`config.mk`:
```
export PLATFORM = sky130hd
export DESIGN_NAME = pot_outputs
export DESIGN_NICKNAME = d
export VERILOG_FILES = /design/src/pot_pkg.sv /design/src/pot_delay.sv /design/src/pot_outputs.sv
export SDC_FILE = /design/constraint.sdc
export NUM_CORES = 1
export LEC_CHECK = 0
export BUFFER_PORTS_ARGS = -buffer_cell sky130_fd_sc_hd__buf_4
export CORE_UTILIZATION = 57
export DETAILED_ROUTE_END_ITERATION = 6
export PLACE_DENSITY = 0.75
export SETUP_SLACK_MARGIN = 0.15
export SLEW_MARGIN = 0
export SYNTH_ARGS = -nofsm -noshare
export SYNTH_HDL_FRONTEND = slang
export SYNTH_SLANG_ARGS = --single-unit
```
`constraint.sdc`:
```
create_clock -name i_sys_clk -period 6.9 [get_ports i_sys_clk]
set_clock_uncertainty 0.2 [all_clocks]
set_input_delay 0.69 -clock i_sys_clk [delete_from_list [all_inputs] [get_ports i_sys_clk]]
set_output_delay 0.69 -clock i_sys_clk [all_outputs]
set_load 0.01 [all_outputs]
```
`src/pot_pkg.sv`:
```
// package for the programmable output terminals: register map, codes, timing
// assumes a parameter bus that writes whole 16-bit words by index
package pot_pkg;

  // ************************************************************
  // register indices (no offsets printed; our own numbering)
  // ************************************************************
  localparam logic [3:0] REG_OC_SEL = 4'h0;
  localparam logic [3:0] REG_R1_SEL = 4'h1;
  localparam logic [3:0] REG_R2_SEL = 4'h2;
  localparam logic [3:0] REG_POL = 4'h3;
  localparam logic [3:0] REG_OC_ON = 4'h4;
  localparam logic [3:0] REG_OC_OFF = 4'h5;
  localparam logic [3:0] REG_R1_ON = 4'h6;
  localparam logic [3:0] REG_R1_OFF = 4'h7;
  localparam logic [3:0] REG_R2_ON = 4'h8;
  localparam logic [3:0] REG_R2_OFF = 4'h9;
  localparam logic [3:0] REG_FREQ_THR = 4'hA;
  localparam logic [3:0] REG_FREQ_QT = 4'hB;
  localparam logic [3:0] REG_FAULT_SNAP = 4'hC;
  localparam logic [3:0] REG_STATE = 4'hD;

  // ************************************************************
  // reset values
  // ************************************************************
  localparam logic [15:0] RST_OC_SEL = 16'h0000;
  localparam logic [15:0] RST_R1_SEL = 16'h0001;
  localparam logic [15:0] RST_R2_SEL = 16'h0005;
  localparam logic [15:0] RST_POL = 16'h0000;
  localparam logic [15:0] RST_DELAY = 16'h0000;
  // 1.00 Hz in 0.01 Hz units
  localparam logic [15:0] RST_FREQ_THR = 16'h0064;
  // 0.5 s in 0.1 s units
  localparam logic [15:0] RST_FREQ_QT = 16'h0005;

  // ************************************************************
  // field positions
  // ************************************************************
  localparam int POL_BIT_OC = 0;
  localparam int POL_BIT_R1 = 2;
  localparam int POL_BIT_R2 = 3;
  localparam int SEL_W = 6;
  localparam logic [15:0] POL_MASK = 16'h000F;
  localparam logic [15:0] DELAY_MAX = 16'hC350;

  // ************************************************************
  // function selection codes
  // ************************************************************
  localparam logic [5:0] FN_NONE = 6'h00;
  localparam logic [5:0] FN_FAULT = 6'h05;
  localparam logic [5:0] FN_RUN_TIME = 6'h16;
  localparam logic [5:0] FN_MODBUS = 6'h17;
  localparam logic [5:0] FN_DC_BUS = 6'h1A;
  localparam logic [5:0] FN_STO = 6'h1D;
  localparam logic [5:0] FN_ANY_FREQ = 6'h25;

  // ************************************************************
  // timing
  // ************************************************************
  localparam int CLK_MHZ = 200;
  localparam int TICK_US = 1000;
  localparam int TICK_CYCLES = CLK_MHZ * TICK_US;
  localparam int QT_UNIT_MS = 100;

  // ************************************************************
  // carriers
  // ************************************************************
  typedef struct packed {
    logic run_time_reached;
    logic modbus_bit;
    logic dc_bus_ok;
    logic sto_fault;
    logic drive_fault;
    logic running;
  } pot_src_s;

  typedef struct packed {
    logic wr;
    logic [3:0] idx;
    logic [15:0] wdata;
  } pot_wr_s;

endpackage

```
`src/pot_delay.sv`:
```
// one terminal's on/off delay timer working in millisecond ticks
// assumes a one-cycle tick pulse and delay settings in milliseconds
`timescale 1ns/100ps
module pot_delay (
  input wire logic i_sys_clk,
  input wire logic i_rst_n,
  input wire logic i_ce,
  input wire logic i_tick,
  input wire logic i_level,
  input wire logic [15:0] i_on_ms,
  input wire logic [15:0] i_off_ms,
  output logic o_level
);
  import pot_pkg::*;

  logic [15:0] count;
  logic [15:0] target;

  assign target = i_level ? i_on_ms : i_off_ms;

  // restart whenever source equals output again; count only while differ
  always_ff @(posedge i_sys_clk) begin
    if (!i_rst_n) begin
      count <= 16'h0000;
    end else if (i_ce) begin
      if (i_level == o_level) begin
        count <= 16'h0000;
      end else if (i_tick && count < target) begin
        count <= count + 16'h0001;
      end
    end
  end

  always_ff @(posedge i_sys_clk) begin
    if (!i_rst_n) begin
      o_level <= 1'b0;
    end else if (i_ce) begin
      if (i_level != o_level && count >= target) begin
        o_level <= i_level;
      end
    end
  end
endmodule

```
`src/pot_outputs.sv`:
```
// programmable digital output terminals: open collector and two relays
// assumes source conditions synchronous to i_sys_clk and a simple
// word-indexed parameter port (write strobe, index, data; read data)
`timescale 1ns/100ps
module pot_outputs #(
  parameter int TICK_DIV = pot_pkg::TICK_CYCLES
) (
  input wire logic i_sys_clk,
  input wire logic i_rst_n,
  input wire logic i_ce,
  input wire pot_pkg::pot_src_s i_src,
  input wire logic [15:0] i_ramp_freq,
  input wire pot_pkg::pot_wr_s i_wr,
  input wire logic [3:0] i_rd_idx,
  output logic [15:0] o_rd_data,
  output logic o_open_collector_out,
  output logic o_relay_out_one,
  output logic o_relay_out_two
);
  import pot_pkg::*;

  // ************************************************************
  // parameter registers
  // ************************************************************
  logic [5:0] sel [3];
  logic [15:0] polarity;
  logic [15:0] on_ms [3];
  logic [15:0] off_ms [3];
  logic [15:0] freq_thr;
  logic [15:0] freq_qt;
  logic [15:0] fault_snap;
  logic [2:0] term_out;
  logic [2:0] next_term_out;

  function automatic logic [15:0] clamp_delay(input logic [15:0] v);
    clamp_delay = (v > DELAY_MAX) ? DELAY_MAX : v;
  endfunction

  always_ff @(posedge i_sys_clk) begin
    if (!i_rst_n) begin
      sel[0] <= RST_OC_SEL[SEL_W-1:0];
      sel[1] <= RST_R1_SEL[SEL_W-1:0];
      sel[2] <= RST_R2_SEL[SEL_W-1:0];
    end else if (i_ce && i_wr.wr) begin
      // values above 63 keep only the six code bits
      case (i_wr.idx)
        REG_OC_SEL: sel[0] <= i_wr.wdata[SEL_W-1:0];
        REG_R1_SEL: sel[1] <= i_wr.wdata[SEL_W-1:0];
        REG_R2_SEL: sel[2] <= i_wr.wdata[SEL_W-1:0];
        default: ;
      endcase
    end
  end

  always_ff @(posedge i_sys_clk) begin
    if (!i_rst_n) begin
      polarity <= RST_POL;
    end else if (i_ce && i_wr.wr && i_wr.idx == REG_POL) begin
      polarity <= i_wr.wdata & POL_MASK;
    end
  end

  always_ff @(posedge i_sys_clk) begin
    if (!i_rst_n) begin
      for (int k = 0; k < 3; k++) begin
        on_ms[k] <= RST_DELAY;
        off_ms[k] <= RST_DELAY;
      end
    end else if (i_ce && i_wr.wr) begin
      // delays held in ms, capped at 50.000 s
      case (i_wr.idx)
        REG_OC_ON: on_ms[0] <= clamp_delay(i_wr.wdata);
        REG_OC_OFF: off_ms[0] <= clamp_delay(i_wr.wdata);
        REG_R1_ON: on_ms[1] <= clamp_delay(i_wr.wdata);
        REG_R1_OFF: off_ms[1] <= clamp_delay(i_wr.wdata);
        REG_R2_ON: on_ms[2] <= clamp_delay(i_wr.wdata);
        REG_R2_OFF: off_ms[2] <= clamp_delay(i_wr.wdata);
        default: ;
      endcase
    end
  end

  always_ff @(posedge i_sys_clk) begin
    if (!i_rst_n) begin
      freq_thr <= RST_FREQ_THR;
      freq_qt <= RST_FREQ_QT;
    end else if (i_ce && i_wr.wr) begin
      case (i_wr.idx)
        REG_FREQ_THR: freq_thr <= i_wr.wdata;
        REG_FREQ_QT: freq_qt <= i_wr.wdata;
        default: ;
      endcase
    end
  end

  // ************************************************************
  // millisecond tick
  // ************************************************************
  logic [17:0] tick_cnt;
  logic tick;

  assign tick = (tick_cnt == 18'(TICK_DIV - 1));

  always_ff @(posedge i_sys_clk) begin
    if (!i_rst_n) begin
      tick_cnt <= 18'h00000;
    end else if (i_ce) begin
      tick_cnt <= tick ? 18'h00000 : tick_cnt + 18'h00001;
    end
  end

  // ************************************************************
  // any-frequency-reached qualification
  // ************************************************************
  logic freq_above;
  // wide enough for the full 16-bit qualify setting times 100 ms
  logic [22:0] qual_ms;
  logic [22:0] qual_target;
  logic any_freq;

  assign freq_above = i_ramp_freq > freq_thr;
  assign qual_target = 23'(freq_qt) * 23'(QT_UNIT_MS);

  // drop of the condition clears at once; only rising is qualified
  always_ff @(posedge i_sys_clk) begin
    if (!i_rst_n) begin
      qual_ms <= 23'h000000;
    end else if (i_ce) begin
      if (!freq_above) begin
        qual_ms <= 23'h000000;
      end else if (tick && qual_ms < qual_target) begin
        qual_ms <= qual_ms + 23'h000001;
      end
    end
  end

  always_ff @(posedge i_sys_clk) begin
    if (!i_rst_n) begin
      any_freq <= 1'b0;
    end else if (i_ce) begin
      any_freq <= freq_above && qual_ms >= qual_target;
    end
  end

  // ************************************************************
  // per terminal: source select, delay, polarity
  // ************************************************************
  logic [2:0] raw;
  logic [2:0] delayed;
  logic [2:0] pol_bits;

  assign pol_bits = {polarity[POL_BIT_R2], polarity[POL_BIT_R1],
                     polarity[POL_BIT_OC]};

  // each terminal decodes its own code from shared sources
  for (genvar t = 0; t < 3; t++) begin : g_term
    always_comb begin
      case (sel[t])
        FN_NONE: raw[t] = 1'b0;
        FN_FAULT: raw[t] = i_src.drive_fault;
        6'h01: raw[t] = i_src.running;
        FN_RUN_TIME: raw[t] = i_src.run_time_reached;
        FN_MODBUS: raw[t] = i_src.modbus_bit;
        FN_DC_BUS: raw[t] = i_src.dc_bus_ok;
        FN_STO: raw[t] = i_src.sto_fault;
        FN_ANY_FREQ: raw[t] = any_freq;
        default: raw[t] = 1'b0;
      endcase
    end

    pot_delay u_delay (
      .i_sys_clk(i_sys_clk),
      .i_rst_n(i_rst_n),
      .i_ce(i_ce),
      .i_tick(tick),
      .i_level(raw[t]),
      .i_on_ms(on_ms[t]),
      .i_off_ms(off_ms[t]),
      .o_level(delayed[t])
    );
  end

  assign next_term_out = delayed ^ pol_bits;

  always_ff @(posedge i_sys_clk) begin
    if (!i_rst_n) begin
      term_out <= 3'h0;
    end else if (i_ce) begin
      term_out <= next_term_out;
    end
  end

  assign o_open_collector_out = term_out[0];
  assign o_relay_out_one = term_out[1];
  assign o_relay_out_two = term_out[2];

  // snapshot of outputs taken on the rising edge of drive fault
  logic fault_d;

  always_ff @(posedge i_sys_clk) begin
    if (!i_rst_n) begin
      fault_d <= 1'b0;
      fault_snap <= 16'h0000;
    end else if (i_ce) begin
      fault_d <= i_src.drive_fault;
      if (i_src.drive_fault && !fault_d) begin
        fault_snap <= {13'h0000, term_out};
      end
    end
  end

  // ************************************************************
  // readback
  // ************************************************************
  always_ff @(posedge i_sys_clk) begin
    if (!i_rst_n) begin
      o_rd_data <= 16'h0000;
    end else if (i_ce) begin
      case (i_rd_idx)
        REG_OC_SEL: o_rd_data <= {10'h000, sel[0]};
        REG_R1_SEL: o_rd_data <= {10'h000, sel[1]};
        REG_R2_SEL: o_rd_data <= {10'h000, sel[2]};
        REG_POL: o_rd_data <= polarity;
        REG_OC_ON: o_rd_data <= on_ms[0];
        REG_OC_OFF: o_rd_data <= off_ms[0];
        REG_R1_ON: o_rd_data <= on_ms[1];
        REG_R1_OFF: o_rd_data <= off_ms[1];
        REG_R2_ON: o_rd_data <= on_ms[2];
        REG_R2_OFF: o_rd_data <= off_ms[2];
        REG_FREQ_THR: o_rd_data <= freq_thr;
        REG_FREQ_QT: o_rd_data <= freq_qt;
        REG_FAULT_SNAP: o_rd_data <= fault_snap;
        REG_STATE: o_rd_data <= {13'h0000, term_out};
        default: o_rd_data <= 16'h0000;
      endcase
    end
  end
endmodule

```
### Yosys cells after proc, flatten, opt, wreduce, memory -nomap -nowiden

Memories as Yosys holds them, arrays and structs flattened.
Index checks and enable logic that the tools add are counted.

| operators by class | value |
|---|---|
| $add $sub $neg | 5 |
| multipliers | 1 |
| $lt $le $gt $ge | 10 |
| equal/unequal tests | 53 |
| muxes and demuxes | 63 |
| bitwise gates (word level) | 10 |
| reduce and logical (&&, ||, !) cells | 27 |

Operator list:

| kind | count |
|---|---|
| two-way mux 16 bit | 16 |
| case mux 16 bit (14 select lines) | 1 |
| equality test 6 x 5 -> 1 bit, second input constant | 12 |
| adder 16 x 1 -> 16 bit, second input constant | 3 |
| greater-or-equal comparator 16 bit | 3 |
| less-than comparator 16 bit | 3 |
| two-way mux 23 bit | 2 |
| equality test 4 bit, second input constant | 10 |
| two-way mux 1 bit | 37 |
| equality test 4 x 3 -> 1 bit, second input constant | 8 |
| adder 23 x 1 -> 23 bit, second input constant | 1 |
| greater-or-equal comparator 23 bit | 1 |
| less-than comparator 23 bit | 1 |
| multiplier 16 x 5 -> 21 bit, second input constant | 1 |
| case mux 1 bit (7 select lines) | 3 |
| AND reduction 2 bit | 10 |
| adder 18 x 1 -> 18 bit, second input constant | 1 |
| equality test 18 bit, second input constant | 1 |
| equality test 6 x 1 -> 1 bit, second input constant | 3 |
| equality test 6 x 3 -> 1 bit, second input constant | 3 |
| equality test 6 bit, second input constant | 3 |
| two-way mux 18 bit | 1 |
| two-way mux 6 bit | 3 |
| equality test 4 x 2 -> 1 bit, second input constant | 4 |
| other kinds (12) | 38 |

| word-level totals | value |
|---|---|
| flip-flop bits (word level) | 152 |
| bits in writable memories | 114 |
| bits of input ports | 50 |
| output and inout bits | 19 |
| logic and storage cells | 188 |
| memories | 3 |

Memory list:

| name | depth | bits a word | read ports | clocked after Yosys merged registers in | write ports | RTL line | text |
|---|---|---|---|---|---|---|---|
| off_ms | 3 | 16 | 3 | 0 | 3 | pot_outputs.sv:28 | `logic [15:0] off_ms [3];` |
| on_ms | 3 | 16 | 3 | 0 | 3 | pot_outputs.sv:27 | `logic [15:0] on_ms [3];` |
| sel | 3 | 6 | 3 | 0 | 3 | pot_outputs.sv:25 | `logic [5:0] sel [3];` |

### Longest topological paths before layout

An unclocked memory read counts as a cell.

| logic depth | value |
|---|---|
| depth after elaboration | 8 |
| gate-level depth with buffers | 23 |
| gate-level depth less buffers | 21 |

### Modules after synthesis

Synthesis repeated with hierarchy kept, for this count alone.

| second synthesis, totals | value |
|---|---|
| cell total of the unflattened synthesis | 1693 |
| area total of the unflattened synthesis | 16213.0 um^2 |

By module, submodules not included:

| module | instances | cells an instance | area an instance (um^2) |
|---|---|---|---|
| pot_outputs | 1 | 1173 | 11872.6 |
| pot_delay (g_term[1].u_delay ...) | 2 | 175 | 1443.9 |
| pot_delay (g_term[0].u_delay) | 1 | 170 | 1452.6 |

### Worst setup path after synthesis

OpenSTA, ideal clock, no wires.

| timing | value |
|---|---|
| path kind | reg2reg |
| from | register freq_qt[6] |
| to | register qual_ms[13] |
| setup time | 0.062 ns |
| arrival time | 4.903 ns |
| slack | 1.735 ns |
| stages on the path, launching flop included | 22 |
| buffers on the path | 0 |
| period minus slack after synthesis | 5.165 ns |
| cells stage by stage | dfxtp_1 -> ha_1 -> ha_1 -> inv_1 -> fa_1 -> inv_1 -> ha_1 -> or2_2 -> a21o_1 -> o211ai_1 -> a31o_2 -> o21bai_1 -> a21oi_1 -> xor2_1 -> ha_1 -> a211oi_1 -> nor2_1 -> a2111oi_2 -> nand4_1 -> or3_1 -> or3b_1 -> nand3_1 |

| between the ends | value |
|---|---|
| longest elaborated chain between the ends | 5 |

RTL lines:

| element | RTL line | text |
|---|---|---|
| start, declared | pot_outputs.sv:30 | `logic [15:0] freq_qt;` |
| start signal, assigned | pot_outputs.sv:90 | `REG_FREQ_QT: freq_qt <= i_wr.wdata;` |
| multiplier 16 x 5 -> 21 bit | pot_outputs.sv:122 | `assign qual_target = 23'(freq_qt) * 23'(QT_UNIT_MS);` |
| less-than comparator 23 bit | pot_outputs.sv:131 | `end else if (tick && qual_ms < qual_target) begin` |
| logical AND 1 bit | pot_outputs.sv:131 |  |
| inequality test 2 x 1 -> 1 bit (no line) | - |  |
| AND reduction 2 bit (no line) | - |  |
| end signal, assigned | pot_outputs.sv:132 | `qual_ms <= qual_ms + 23'h000001;` |
| end, declared | pot_outputs.sv:117 | `logic [22:0] qual_ms;` |

No other way between the ends.
A chain may end at the register's enable or synchronous reset.

### Final worst setup path

| timing | value |
|---|---|
| from | register freq_qt[3] |
| to | register qual_ms[13] |

The elaborated chain is that of the path after synthesis.

==> metrics.txt <==
dominant synthesized flop cell=dfxtp_1; core area=27860 sq um; Synth Cell Area=16150 sq um; Crit path depth=20; register area share after synthesis=40.03%; CP most frequent cell=ha_1; clock root cell=clkbuf_16; max_cap viols=0; GR Util All Layers=34.29%; layout cell share with drive strength beyond 1=9.768%; Slew Viols, Final=0; Post-CTS Hold Buffers=0; design area=18040 sq um; endpoints failing setup=0; DRT antenna net count=0; Chip Height=170.3 um; crit path max fanout=24; number of port buffers=68; Clock Sinks=266; final cell count without fillers=2191; met1 global-route usage=44.54%; Buf/Inv on CP=1; Pwr Density=200.8 nW/um^2; #FFs+latches synth=266; Worst-Margin Slew=1172 ps; Vias=14310; die area=29010 sq um; Vias/cell=6.531; vias in the first global route=13630; pin count of the biggest net entering global routing=51; GRT overflow=0; slowest CP cell=fa_1; Yosys warnings=0; fin crit period=5652 ps; Cells after DPL=2136; Worst IR Drop VDD=0.2162 mV; GRT Max-Usage Layer=met2; Reg clk slew, reported paths=60 ps; Max stage delay on crit path=460 ps; post-route setup TNS=0 ps; Worst Reg2Reg Path Length in Cells=20; Hold Fails Final Rpt=0; Resized cells post-CTS=0; Ports=69; CTS Buffer Depth=3; RePlAce Congestion=0.9360; Avg Synthesized Cell Area=9.331 sq um; Mapped Nets=1936; HPWL Detailed=36.17 mm; RSZ-0062 raised after global routing=false; Synth cell types=80; site row count=61; Initial Util=57.98%; crit end category=flip-flop; critical path data required time=7200 ps; Worst Hold Endpoint=fault_d$_SDFFE_PN0P_; Crit path max-delay family=adder cells; reg2reg end=qual_ms[13]$_SDFFE_PN0P_; final core occ=64.75%; crit path cell chain=ha_1, ha_1, fa_1, ha_1, nor2b_1, o31a_1, o211ai_1, a31o_2, o21bai_1, a21oi_1, xor2_1, ha_1, a211oi_1, nor2_1, a2111oi_2, nand4_1, buf_4, or3_1, or3b_1, nand3_1; H-tree depth=1; top achievable clock speed=176.9 MHz; Fill cells=2330; Avg WL per Cell=22.50 um; Crit Path Category=flip-flop to flip-flop; met3 Use GR=6.651%; crit path launch=freq_qt[3]$_SDFFE_PN0P_; CTS tree=done; initial antenna violation count=0; DRC viols=0; Placed Instance Area=17080 sq um; area grow syn2layout=11.68%; Pwr Total=3.622 mW; Final WS setup=1248 ps; WHS Path Cells=3; final hold slack=205.1 ps; TritonCTS buffer count=29; Pre-Repair DR Iteration Count=6; Die Width=170.3 um; reg2reg start=freq_qt[3]$_SDFFE_PN0P_; Worst slew margin=20.30%; postcts setup bufs=0; outcome=complete, no violations; Worst Hold Launch=i_src[1]; CP arrival=5950 ps; latest clock arrival within the worst-skew pair=570 ps; Net count, final=1994; DP Worst Slack=1285 ps; Worst Hold Class=input port to flip-flop; total wire length=49.30 mm; global-route wire length before repair=76.29 mm; crit start category=flip-flop; Starting DRT DRC Count=1658; M2 GR Usage=55.93%; Static Leak=7.129 nW; Post-synth EDFFs=114; cells after synthesis=1731; Period Utilization, post-route=81.92%; asr flop ratio synth=0%; R2R Setup Slk=1250 ps
[worst max-delay path by stage]
stage / to / slack (ps)
finish: qual_ms[13]$_SDFFE_PN0P_ / 1250
global route: qual_ms[13]$_SDFFE_PN0P_ / 930
CTS: qual_ms[13]$_SDFFE_PN0P_ / 1260
detailed placement: qual_ms[13]$_SDFFE_PN0P_ / 1280
global placement: qual_ms[13]$_SDFFE_PN0P_ / 1360
floorplan: qual_ms[13]$_SDFFE_PN0P_ / 1740
[sequential cells by signal, indices dropped and copies added, names as in the netlist]
signal	flops
g_term.u_delay.count	48
off_ms	48
on_ms	48
qual_ms	23
sel	18
tick_cnt	18
freq_qt	16
freq_thr	16
o_rd_data	16
polarity	4
fault_snap	3
g_term.u_delay.o_level	3
term_out	3
any_freq	1
fault_d	1
[cells in the mapped netlist (6+ instances only)]
| cell | count | area [sq um] |
|---|---|---|
| and2_1 | 36 | 225.2 |
| a32oi_1 | 6 | 52.55 |
| a41oi_1 | 19 | 166.4 |
| o31ai_1 | 10 | 75.07 |
| a21oi_1 | 106 | 530.5 |
| a21o_1 | 21 | 157.7 |
| nand3_1 | 64 | 320.3 |
| mux2i_1 | 62 | 620.6 |
| nand2_1 | 185 | 694.4 |
| xnor2_1 | 17 | 148.9 |
| nand2b_1 | 20 | 125.1 |
| buf_2 | 10 | 50.05 |
| a22oi_1 | 41 | 307.8 |
| fa_1 | 11 | 220.2 |
| nand3b_1 | 11 | 82.58 |
| xor2_1 | 22 | 192.7 |
| a22o_1 | 14 | 122.6 |
| nor2b_1 | 11 | 68.82 |
| nand4_1 | 38 | 237.7 |
| a211oi_1 | 8 | 60.06 |
| o2111ai_1 | 6 | 52.55 |
| mux2_2 | 10 | 112.6 |
| nor3b_1 | 8 | 60.06 |
| a221oi_1 | 9 | 78.83 |
| nor4_1 | 11 | 68.82 |
| dfxtp_1 | 152 | 3043 |
| inv_1 | 103 | 386.6 |
| ha_1 | 144 | 1802 |
| o211ai_1 | 23 | 172.7 |
| o21ai_0 | 69 | 345.3 |
| nor3_1 | 30 | 150.1 |
| a31oi_1 | 49 | 306.5 |
| nor2_1 | 111 | 416.7 |
| and3_1 | 29 | 181.4 |
| clkbuf_1 | 51 | 191.4 |
| or3_1 | 10 | 62.56 |
| edfxtp_1 | 114 | 3423 |
[cells in the final DEF, fill, tap and decap left out, types with 7 or more instances in the layout]
cell       synthesis  routed
nand2_1          185     185
dfxtp_1          152     152
ha_1             144     144
edfxtp_1         114     114
nor2_1           111     110
a21oi_1          106     106
inv_1            103     102
buf_4              1      95
nand3_1           64      64
o21ai_0           69      62
mux2i_1           62      61
a31oi_1           49      49
a22oi_1           41      41
nand4_1           38      38
and2_1            36      36
nor3_1            30      30
and3_1            29      29
clkbuf_16          0      29
o211ai_1          23      23
xor2_1            22      22
a21o_1            21      21
nand2b_1          20      20
a41oi_1           19      19
xnor2_1           17      17
a22o_1            14      14
nor4_1            11      11
nand3b_1          11      11
nor2b_1           11      11
fa_1              11      11
or3_1             10      10
mux2_2            10      10
o31ai_1           10      10
clkinv_2           0      10
a221oi_1           9       9
a211oi_1           8       8
o21ai_1            2       8
nor3b_1            8       7
[layer usage]
layer / wire [um] / up-vias
met1: 19640 / 6875
met5: 0 / -
li1: - / 6586
met4: 1993 / 0
met2: 22710 / 712
met3: 4961 / 136
[kinds of logic (layout without fill, tap and decap cells)]
kind of cell	count (synthesis)	after routing	share of synthesized area [%]
buffers and inverters	171	252	4.121
AO/OA/AOI/OAI	428	428	17.71
AND/OR/NAND/NOR	598	598	18.68
flip-flops	266	266	40.03
adder cells (fa/ha/maj)	155	155	12.52
multiplexers	74	74	4.818
other	0	1	0
XOR/XNOR	39	39	2.115
[worst register-to-register path: cells and delay by family, from the launching register on]
| kind | cells | cell delay (ps) |
|---|---|---|
| adders and majority gates | 5 | 1690 |
| buffers and inverters | 1 | 230 |
| DFF | 1 | 430 |
| xor gates and xnor gates | 1 | 160 |
| and+or+nand+nor | 6 | 1240 |
| AOI/OAI and AO/OA | 7 | 1620 |
[power breakdown]
group	total [mW]	switching [mW]	leakage [nW]	internal, mW
Combinational	0.320	0.209	4.33	0.111
Sequential	1.73	0.0390	2.32	1.69
Clock	1.57	0.658	0.482	0.914
Total	3.62	0.906	7.13	2.72
[area by class of cell]
cell class	instances	area, sq um	share of cell area (%)
sequential	266	6466	35.85
tap	378	473.0	2.622
antenna	1	2.502	0.01387
timing repair buffer	95	713.2	3.954
clock inverter	19	178.9	0.9919
inverter	103	386.6	2.143
multi-input combinational	1294	9040	50.11
clock buffer	35	778.2	4.314
Power figures use the tool's default switching activity.
